File: src/cie_consts.vh
// constants for the cpu interrupt entry block
`ifndef CIE_CONSTS_VH
`define CIE_CONSTS_VH
`define CIE_NSRC 8
`define CIE_SRC_W 3
`define CIE_CCR_I_BIT 3
`define CIE_VEC_SWI 16'hFFFC
`define CIE_VEC_SRC0 16'hFFFA
`define CIE_PUSH_N 3'h5
`define CIE_FILL_N 2'h3
`define CIE_CCR_RST 8'hFF
`define CIE_IMASK_RST 1'b1
`endif

File: src/cie_top.v
// cpu interrupt entry sequencer with source qualification
`timescale 1ns/1ps
`default_nettype none
module cie_top
(
   input wire clock_i,
   input wire srst_i,
   input wire ce_i,
   input wire [7:0] event_i,
   input wire [7:0] flag_clr_i,
   input wire [7:0] enable_i,
   input wire instr_done_i,
   input wire swi_i,
   input wire rti_i,
   input wire [7:0] rti_ccr_i,
   input wire mask_set_i,
   input wire mask_clr_i,
   input wire [15:0] pc_i,
   input wire [7:0] x_i,
   input wire [7:0] a_i,
   input wire [7:0] ccr_i,
   input wire [15:0] sp_i,
   input wire [7:0] mem_rdata_i,
   output wire [7:0] flag_o,
   output reg irq_pending_o,
   output reg imask_o,
   output reg busy_o,
   output reg [15:0] mem_addr_o,
   output reg [7:0] mem_wdata_o,
   output reg mem_wr_o,
   output reg mem_rd_o,
   output reg [15:0] sp_o,
   output reg sp_load_o,
   output reg [15:0] pc_o,
   output reg [7:0] queue0_o,
   output reg [7:0] queue1_o,
   output reg [7:0] queue2_o,
   output reg queue_valid_o
);
`include "cie_consts.vh"
   // ****************************************
   // states
   // ****************************************
   localparam [5:0] S_IDLE = 6'b00_0001;
   localparam [5:0] S_PUSH = 6'b00_0010;
   localparam [5:0] S_VHI = 6'b00_0100;
   localparam [5:0] S_VLO = 6'b00_1000;
   localparam [5:0] S_FILL = 6'b01_0000;
   localparam [5:0] S_END = 6'b10_0000;

   wire [7:0] req;
   reg [5:0] state_reg;
   reg [5:0] state_next;
   reg [2:0] cnt_reg;
   reg [2:0] cnt_next;
   reg swi_reg;
   reg swi_next;
   reg [15:0] sp_reg;
   reg [15:0] sp_next;
   reg [7:0] vhi_reg;
   reg [7:0] vhi_next;
   reg [15:0] vec_reg;
   reg [15:0] vec_next;
   reg [15:0] fill_reg;
   reg [15:0] fill_next;
   reg [2:0] top_src;
   reg any_req;
   integer i;

   // ****************************************
   // source flags
   // ****************************************
   cie_flag_bank u_flags
   (
      .clock_i(clock_i),
      .srst_i(srst_i),
      .ce_i(ce_i),
      .event_i(event_i),
      .flag_clr_i(flag_clr_i),
      .enable_i(enable_i),
      .flag_o(flag_o),
      .req_o(req)
   );

   // higher index wins, as sources nearer the bottom rank higher
   always @*
   begin
      top_src = 3'h0;
      any_req = 1'b0;
      for (i = 0; i < `CIE_NSRC; i = i + 1)
      begin
         if (req[i])
         begin
            top_src = i[2:0];
            any_req = 1'b1;
         end
      end
   end

   // ****************************************
   // sequencer
   // ****************************************
   always @*
   begin
      state_next = state_reg;
      cnt_next = cnt_reg;
      swi_next = swi_reg;
      sp_next = sp_reg;
      vhi_next = vhi_reg;
      vec_next = vec_reg;
      fill_next = fill_reg;
      case (state_reg)
         S_IDLE:
         begin
            // only at a boundary; swi shares the whole path
            if (instr_done_i && (swi_i || (any_req && !imask_o)))
            begin
               state_next = S_PUSH;
               swi_next = swi_i;
               sp_next = sp_i;
               cnt_next = 3'h0;
            end
         end
         S_PUSH:
         begin
            sp_next = sp_reg - 16'h0001;
            cnt_next = cnt_reg + 3'h1;
            if (cnt_reg == `CIE_PUSH_N - 3'h1)
               state_next = S_VHI;
         end
         S_VHI:
         begin
            // pick the vector now, not at entry, so late arrivals win
            if (swi_reg || !any_req)
               vec_next = `CIE_VEC_SWI;
            else
               vec_next = `CIE_VEC_SRC0 - {12'h000, top_src, 1'b0};
            state_next = S_VLO;
         end
         S_VLO:
         begin
            state_next = S_FILL;
            cnt_next = 3'h0;
         end
         S_FILL:
         begin
            // read data trail the strobe by one cycle
            if (cnt_reg == 3'h1)
               vhi_next = mem_rdata_i;
            if (cnt_reg == 3'h2)
               fill_next = {vhi_reg, mem_rdata_i};
            cnt_next = cnt_reg + 3'h1;
            if (cnt_reg == {1'b0, `CIE_FILL_N} + 3'h2)
               state_next = S_END;
         end
         S_END:
         begin
            state_next = S_IDLE;
         end
         default:
         begin
            state_next = S_IDLE;
         end
      endcase
   end

   // ****************************************
   // registers and outputs
   // ****************************************
   always @(posedge clock_i)
   begin
      if (srst_i)
      begin
         state_reg <= S_IDLE;
         cnt_reg <= 3'h0;
         swi_reg <= 1'b0;
         sp_reg <= 16'h0000;
         vhi_reg <= 8'h00;
         vec_reg <= 16'h0000;
         fill_reg <= 16'h0000;
         irq_pending_o <= 1'b0;
         imask_o <= `CIE_IMASK_RST;
         busy_o <= 1'b0;
         mem_addr_o <= 16'h0000;
         mem_wdata_o <= 8'h00;
         mem_wr_o <= 1'b0;
         mem_rd_o <= 1'b0;
         sp_o <= 16'h0000;
         sp_load_o <= 1'b0;
         pc_o <= 16'h0000;
         queue0_o <= 8'h00;
         queue1_o <= 8'h00;
         queue2_o <= 8'h00;
         queue_valid_o <= 1'b0;
      end
      else if (ce_i)
      begin
         state_reg <= state_next;
         cnt_reg <= cnt_next;
         swi_reg <= swi_next;
         sp_reg <= sp_next;
         vhi_reg <= vhi_next;
         vec_reg <= vec_next;
         fill_reg <= fill_next;
         irq_pending_o <= any_req & ~imask_o;
         busy_o <= (state_next != S_IDLE);
         mem_wr_o <= 1'b0;
         mem_rd_o <= 1'b0;
         sp_load_o <= 1'b0;
         queue_valid_o <= 1'b0;
         if (state_reg == S_PUSH)
         begin
            mem_wr_o <= 1'b1;
            mem_addr_o <= sp_reg;
            case (cnt_reg)
               3'h0: mem_wdata_o <= pc_i[7:0];
               3'h1: mem_wdata_o <= pc_i[15:8];
               3'h2: mem_wdata_o <= x_i;
               3'h3: mem_wdata_o <= a_i;
               default:
               begin
                  mem_wdata_o <= ccr_i;
                  mem_wdata_o[`CIE_CCR_I_BIT] <= imask_o;
               end
            endcase
         end
         if (state_reg == S_VHI)
         begin
            imask_o <= 1'b1;
            sp_o <= sp_reg;
            sp_load_o <= 1'b1;
         end
         else if (state_reg == S_IDLE && rti_i)
            imask_o <= rti_ccr_i[`CIE_CCR_I_BIT];
         else if (state_reg == S_IDLE && mask_set_i)
            imask_o <= 1'b1;
         else if (state_reg == S_IDLE && mask_clr_i)
            imask_o <= 1'b0;
         if (state_reg == S_VLO)
         begin
            mem_rd_o <= 1'b1;
            mem_addr_o <= vec_reg;
         end
         if (state_reg == S_FILL)
         begin
            case (cnt_reg)
               3'h0:
               begin
                  mem_rd_o <= 1'b1;
                  mem_addr_o <= vec_reg + 16'h0001;
               end
               3'h2:
               begin
                  mem_rd_o <= 1'b1;
                  mem_addr_o <= {vhi_reg, mem_rdata_i};
               end
               3'h3:
               begin
                  mem_rd_o <= 1'b1;
                  mem_addr_o <= fill_reg + 16'h0001;
               end
               3'h4:
               begin
                  mem_rd_o <= 1'b1;
                  mem_addr_o <= fill_reg + 16'h0002;
                  queue0_o <= mem_rdata_i;
               end
               default:
               begin
                  if (cnt_reg == 3'h5)
                     queue1_o <= mem_rdata_i;
               end
            endcase
         end
         if (state_reg == S_END)
         begin
            queue2_o <= mem_rdata_i;
            pc_o <= fill_reg;
            queue_valid_o <= 1'b1;
         end
      end
   end
endmodule // cie_top
`default_nettype wire

File: src/cie_flag_bank.v
// per-source status flags and local enable gating
`timescale 1ns/1ps
`default_nettype none
module cie_flag_bank
(
   input wire clock_i,
   input wire srst_i,
   input wire ce_i,
   input wire [7:0] event_i,
   input wire [7:0] flag_clr_i,
   input wire [7:0] enable_i,
   output reg [7:0] flag_o,
   output reg [7:0] req_o
);
`include "cie_consts.vh"
   genvar g;
   generate
      for (g = 0; g < `CIE_NSRC; g = g + 1)
      begin : g_src
         wire flag_next;
         // set beats clear so an event during clear is kept
         assign flag_next = event_i[g] | (flag_o[g] & ~flag_clr_i[g]);
         always @(posedge clock_i)
         begin
            if (srst_i)
            begin
               flag_o[g] <= 1'b0;
               req_o[g] <= 1'b0;
            end
            else if (ce_i)
            begin
               flag_o[g] <= flag_next;
               req_o[g] <= flag_next & enable_i[g];
            end
         end
      end
   endgenerate
endmodule // cie_flag_bank
`default_nettype wire

File: config.mk
export PLATFORM = sky130hd
export DESIGN_NAME = cie_top
export DESIGN_NICKNAME = d
export VERILOG_FILES = /design/src/cie_top.v /design/src/cie_flag_bank.v
export VERILOG_INCLUDE_DIRS = /design/src
export SDC_FILE = /design/constraint.sdc
export NUM_CORES = 1
export LEC_CHECK = 0
export BUFFER_PORTS_ARGS = -buffer_cell sky130_fd_sc_hd__buf_2
export CAP_MARGIN = 40
export CORE_UTILIZATION = 35
export CTS_BUF_LIST = sky130_fd_sc_hd__clkbuf_8
export DETAILED_ROUTE_END_ITERATION = 7
export PLACE_DENSITY = 0.55
export SLEW_MARGIN = 10
export SYNTH_ARGS = -nofsm -noshare
export SYNTH_HDL_FRONTEND = slang
export SYNTH_HIERARCHICAL = 1
export SYNTH_SLANG_ARGS = --single-unit
File: constraint.sdc
create_clock -name clock_i -period 3.46 [get_ports clock_i]
set_input_delay 0.173 -clock clock_i [delete_from_list [all_inputs] [get_ports clock_i]]
set_output_delay 0.173 -clock clock_i [all_outputs]
set_load 0.01 [all_outputs]
* Word-level counts from Yosys, hierarchy flattened
Index checks and enable logic that the tools add are counted.
** Operators by class
- $add $sub $neg :: 6
- Reductions and logical operators :: 26
- Bitwise logic cells :: 35
- Mux-type cells :: 39
- Equal/unequal tests :: 13
** Operator list (number)
- $mux W16 :: 5
- $pmux W16 S4 :: 1
- $add A16 B1 Y16 const B :: 2
- $pmux W16 S2 :: 1
- $pmux W8 S4 :: 1
- $pmux W6 S5 :: 1
- $mux W3 :: 7
- $mux W1 :: 19
- $mux W6 :: 3
- $reduce_and A3 Y1 :: 6
- $and A1 B1 Y1 :: 17
- $add A16 B2 Y16 const B :: 1
- $sub A16 B1 Y16 const B :: 1
- $not A1 Y1 :: 10
- $pmux W3 S3 :: 1
- $or A1 B1 Y1 :: 8
- $reduce_and A2 Y1 :: 4
- $eq A3 B2 Y1 const B :: 2
- $eq A3 B3 Y1 const B :: 2
- $eq A6 B1 Y1 const B :: 1
- $eq A6 B2 Y1 const B :: 1
- $eq A6 B3 Y1 const B :: 1
- $eq A6 B4 Y1 const B :: 1
- $eq A6 B5 Y1 const B :: 1
- other kinds (16) :: 22
** Word-level totals
- Output and inout port bits :: 95
- Flip-flop bits (word level) :: 169
- Logic and storage cells :: 156
- Input bits :: 104

* Longest topological paths before layout
- Depth in word-level cells :: 14
- Depth in mapped cells :: 15
- Mapped depth without buffers :: 9

* Hierarchy
Netlist, hierarchy kept.
** By module, submodules not included
- cie_top :: area each 7412.1 sq um, instances 1, cells an instance 920
- cie_flag_bank :: area each 686.9 sq um, instances 1, cells an instance 77

* Worst setup path after synthesis
Ideal clock, no wire load.
- Path type :: flip-flop to flip-flop
- Start point :: reg cnt_reg[2]
- End point :: reg mem_addr_o[14]
- Path buffers :: 6
- Path slack :: -0.213 ns
- Library setup time :: 0.087 ns
- Cell stages (with the launch flop) :: 16
- Data arrival time :: 3.586 ns
- Path through :: dfxtp_1 > clkbuf_1 > inv_1 > clkbuf_1 > clkbuf_1 > ha_1 > buf_2 > buf_1 > clkbuf_1 > mux2_2 > ha_1 > nand4_1 > o22ai_1 > nand2_1 > o311a_1 > o31ai_1
** On the way
- Cells in the longest elaborated chain, start to end :: 3
- Elaborated cells on any way between the ends :: 6
** RTL lines
- start: declaration :: RTL line cie_top.v:54 : reg [2:0] cnt_reg;
- start signal: assignment :: RTL line cie_top.v:199 : cnt_reg <= cnt_next;
- $eq A3 B3 Y1 (tied with other cells) :: RTL line cie_top.v:246 : case (cnt_reg)
- $pmux W16 S4 (*) :: RTL line cie_top.v:246
- $mux W16 (*) :: RTL line cie_top.v:244 : if (state_reg == S_FILL)
- end signal: assignment :: RTL line cie_top.v:242 : mem_addr_o <= vec_reg;
- end signal: assignment :: RTL line cie_top.v:250 : mem_addr_o <= vec_reg + 16'h0001;
- end signal: assignment :: RTL line cie_top.v:255 : mem_addr_o <= {vhi_reg, mem_rdata_i};
- end: declaration :: RTL line cie_top.v:28 : output reg [15:0] mem_addr_o,
Every way passes the cells marked *; elsewhere a longest branch is shown, timed or not.
A chain may end at the register's enable or synchronous reset.

* Final worst setup path
- Start point :: reg cnt_reg[2]
- End point :: reg mem_addr_o[11]
Same word-level chain as after synthesis.

==> metrics.txt <==
floorplan core area 0.02264 mm2; DRC errors left 0; Buffers on Ports 190; sequential area share after synthesis 39.05%; via count 7909; most used cells in the layout excluding fill and tap cells sky130_fd_sc_hd__buf_2, sky130_fd_sc_hd__dfxtp_1, sky130_fd_sc_hd__nand2_1; residual antenna-violating net count after detailed routing 0; share of final-layout standard cells stronger than drive strength 1 22.27%; area growth from synthesis to final layout 20.27%; run status completed; number of H-tree levels 4; final hold viol count 0; Num CTS Buffers 17; startpoint of the lowest-slack hold path swi_i; Max Transition Viols Final 0; count of boundary I/O pins 199; arrival time worst endpoint 3.02 ns; max frequency 375.6 MHz; worst IR drop on VDD 0.0002024 V; Rel. slew slack 47.24%; number of instances in the synthesized netlist 997; Worst Hold Slack 0.03411 ns; shortest period the worst path allows 2.663 ns; placed wire-length estimate 17900 um; clk buf depth 2; die outline area 0.02375 mm2; leading cell type in the layout, fill and taps excluded sky130_fd_sc_hd__buf_2; TritonCTS clock tree yes; launch point of the worst reg-to-reg path cnt_reg[2]; RSZ-0062 raised after global routing false; max-cap violations 0; sink count of the clock tree 158; per-cell via count in the routed design 5.462; depth of the worst register-to-register path 8; slew at the pin closest to its max-slew limit 0.7885 ns; footprint of the multi-input gates 0.004473 mm2; fraction of registers with async set/reset 0%; first-pass GRT wire length 40290 um; crit-path max FO 36; cell at the root of the clock tree sky130_fd_sc_hd__clkbuf_8; synthesized flop and latch total 158; net total in the final layout 1264; classification of the worst setup path flop to flop; post-detailed-routing wire length 25430 um; path category of the worst min-delay check input port to flop; chip height 154.1 um; data required time at the worst endpoint 3.82 ns; num rows 55; CP endpoint kind flop; Sequential Area 0.003163 mm2; horizontal die dimension 154.1 um; starting density of the core 35.77%; antenna cells 0; nets in the synthesized netlist 1110; Placer Congestion 0.8696; Remaining Overflow, GRT 0; ratio of final minimum period to clock period 76.96%; setup slack of the worst register-to-register path 0.80 ns; leakage 4.247 nW; initial antenna violation count 0; number of cells traversed by the worst hold path 3; count of distinct cell types in the synthesized netlist 74; non-filler cells, final 1448; Final Skew 0.01659 ns; Setup violations, final 0; critical register-to-register path endpoint mem_addr_o[11]; length of the first detailed-routing pass in iterations 5; combined global-route utilization of all metal layers 21.34%; number of filler instances in the final layout 2340; Post-Route Setup TNS 0 ns; Worst Hold Endpoint swi_reg; Synth Warn # 6; WL/cell 17.56 um; source-to-sink clock delay at the later pin of the worst-skew pair 0.45 ns; clock-pin slew of the registers on the worst-case setup and hold paths 0.09 ns; setup repair bufs after CTS 0; initial DRC count 507; area of the mapped netlist 0.008099 mm2; number of global-route vias before repair 7354; placed cell count 1409; startpoint types flop; Top FF cell, synth sky130_fd_sc_hd__dfxtp_1; largest net degree at the start of global routing 77; pwr dens 381.6 mW/mm2; Post-synth EDFFs 0; average instance area after synthesis 8.123 um2
## repair_timing
item,4_1_cts,5_1_grt
hold buffers,8,0
endpoints found under the hold margin,8,0
gates resized for setup,0,0
## report_power, final
part,internal (mW),leakage [nW],switching (mW)
sequential,1.85,1.28,0.0342
clock,0.772,0.215,0.699
combinational,0.148,2.75,0.216
## worst max-delay path: stages (launching register included)
cell and delay (ns):
sky130_fd_sc_hd__dfxtp_1 0.53, sky130_fd_sc_hd__inv_1 0.10, sky130_fd_sc_hd__ha_1 0.24, sky130_fd_sc_hd__buf_4 0.26, sky130_fd_sc_hd__nand2b_1 0.26, sky130_fd_sc_hd__a211o_1 0.36
sky130_fd_sc_hd__or3_1 0.33, sky130_fd_sc_hd__a31o_2 0.24, sky130_fd_sc_hd__a221oi_1 0.25
## metal layers
metal | vias up | wire length, um | global-route usage (%)
met5 | - | 0 | 0
met3 | 23 | 1492 | 4.369
met4 | 0 | 348 | 6.048
li1 | 3912 | - | -
met2 | 249 | 11580 | 33.79
met1 | 3725 | 12010 | 29.19
## worst max path at each step
stage                     startpoint              to  cells after the start
after detailed placement  cnt_reg[2]  mem_addr_o[11]                      8
final                     cnt_reg[2]  mem_addr_o[11]                      8
after global routing      cnt_reg[2]  mem_addr_o[14]                      9
after global placement    cnt_reg[2]  mem_addr_o[11]                      8
after CTS                 cnt_reg[2]  mem_addr_o[11]                      8
after floorplan           cnt_reg[2]   mem_addr_o[2]                     15
## cells in the mapped netlist (6+ instances only)
cell type	n	area [um2]
sky130_fd_sc_hd__dfxtp_1	158	3163
sky130_fd_sc_hd__nand2_1	128	480.5
sky130_fd_sc_hd__nor2_1	104	390.4
sky130_fd_sc_hd__a21oi_1	89	445.4
sky130_fd_sc_hd__clkbuf_1	62	232.7
sky130_fd_sc_hd__mux2i_1	57	570.6
sky130_fd_sc_hd__inv_1	33	123.9
sky130_fd_sc_hd__nand3_1	33	165.2
sky130_fd_sc_hd__o21ai_0	31	155.2
sky130_fd_sc_hd__a22oi_1	22	165.2
sky130_fd_sc_hd__a211oi_1	16	120.1
sky130_fd_sc_hd__a31oi_1	12	75.07
sky130_fd_sc_hd__buf_2	12	60.06
sky130_fd_sc_hd__o32ai_1	12	105.1
sky130_fd_sc_hd__nand4_1	11	68.82
sky130_fd_sc_hd__nor3_1	11	55.05
sky130_fd_sc_hd__nor4_1	11	68.82
sky130_fd_sc_hd__o31ai_1	11	82.58
sky130_fd_sc_hd__o211ai_1	10	75.07
sky130_fd_sc_hd__xor2_1	10	87.58
sky130_fd_sc_hd__ha_1	9	112.6
sky130_fd_sc_hd__nand2b_1	9	56.30
sky130_fd_sc_hd__nor2b_1	9	56.30
sky130_fd_sc_hd__xnor2_1	9	78.83
sky130_fd_sc_hd__a221oi_1	8	70.07
sky130_fd_sc_hd__or3b_1	8	70.07
sky130_fd_sc_hd__or4_1	8	60.06
sky130_fd_sc_hd__or3_1	6	37.54
## area by class of cell
class / count / share of cell area (%)
clock buffers: 17 / 2.402
clock inverters: 14 / 1.837
flip-flops and latches: 158 / 32.47
repair buffers: 218 / 12.43
well taps: 285 / 3.661
multi-input cells: 723 / 45.92
inverters: 33 / 1.272
## metrics by stage
stage | power [mW] | cell area (um2) | util, % | setup slack [ns]
after global routing | 3.860 | 9741 | 43.02 | 0.5892
after global placement | 2.273 | 9198 | 40.62 | 0.8354
after floorplan | 2.132 | 8109 | - | 0.09105
after detailed placement | 2.278 | 9248 | 40.85 | 0.8063
after CTS | 3.750 | 9741 | 43.02 | 0.8072
final | 3.717 | 9741 | 43.02 | 0.7973
## cell families after synthesis
logic type | share of synthesized area [%]
xor+xnor | 2.055
buf+inv | 5.793
compound gates | 22.57
fa+ha+maj | 1.390
flops | 39.05
simple gates | 21.54
mux | 7.601
No activity file was read; power rests on OpenSTA's default activity.
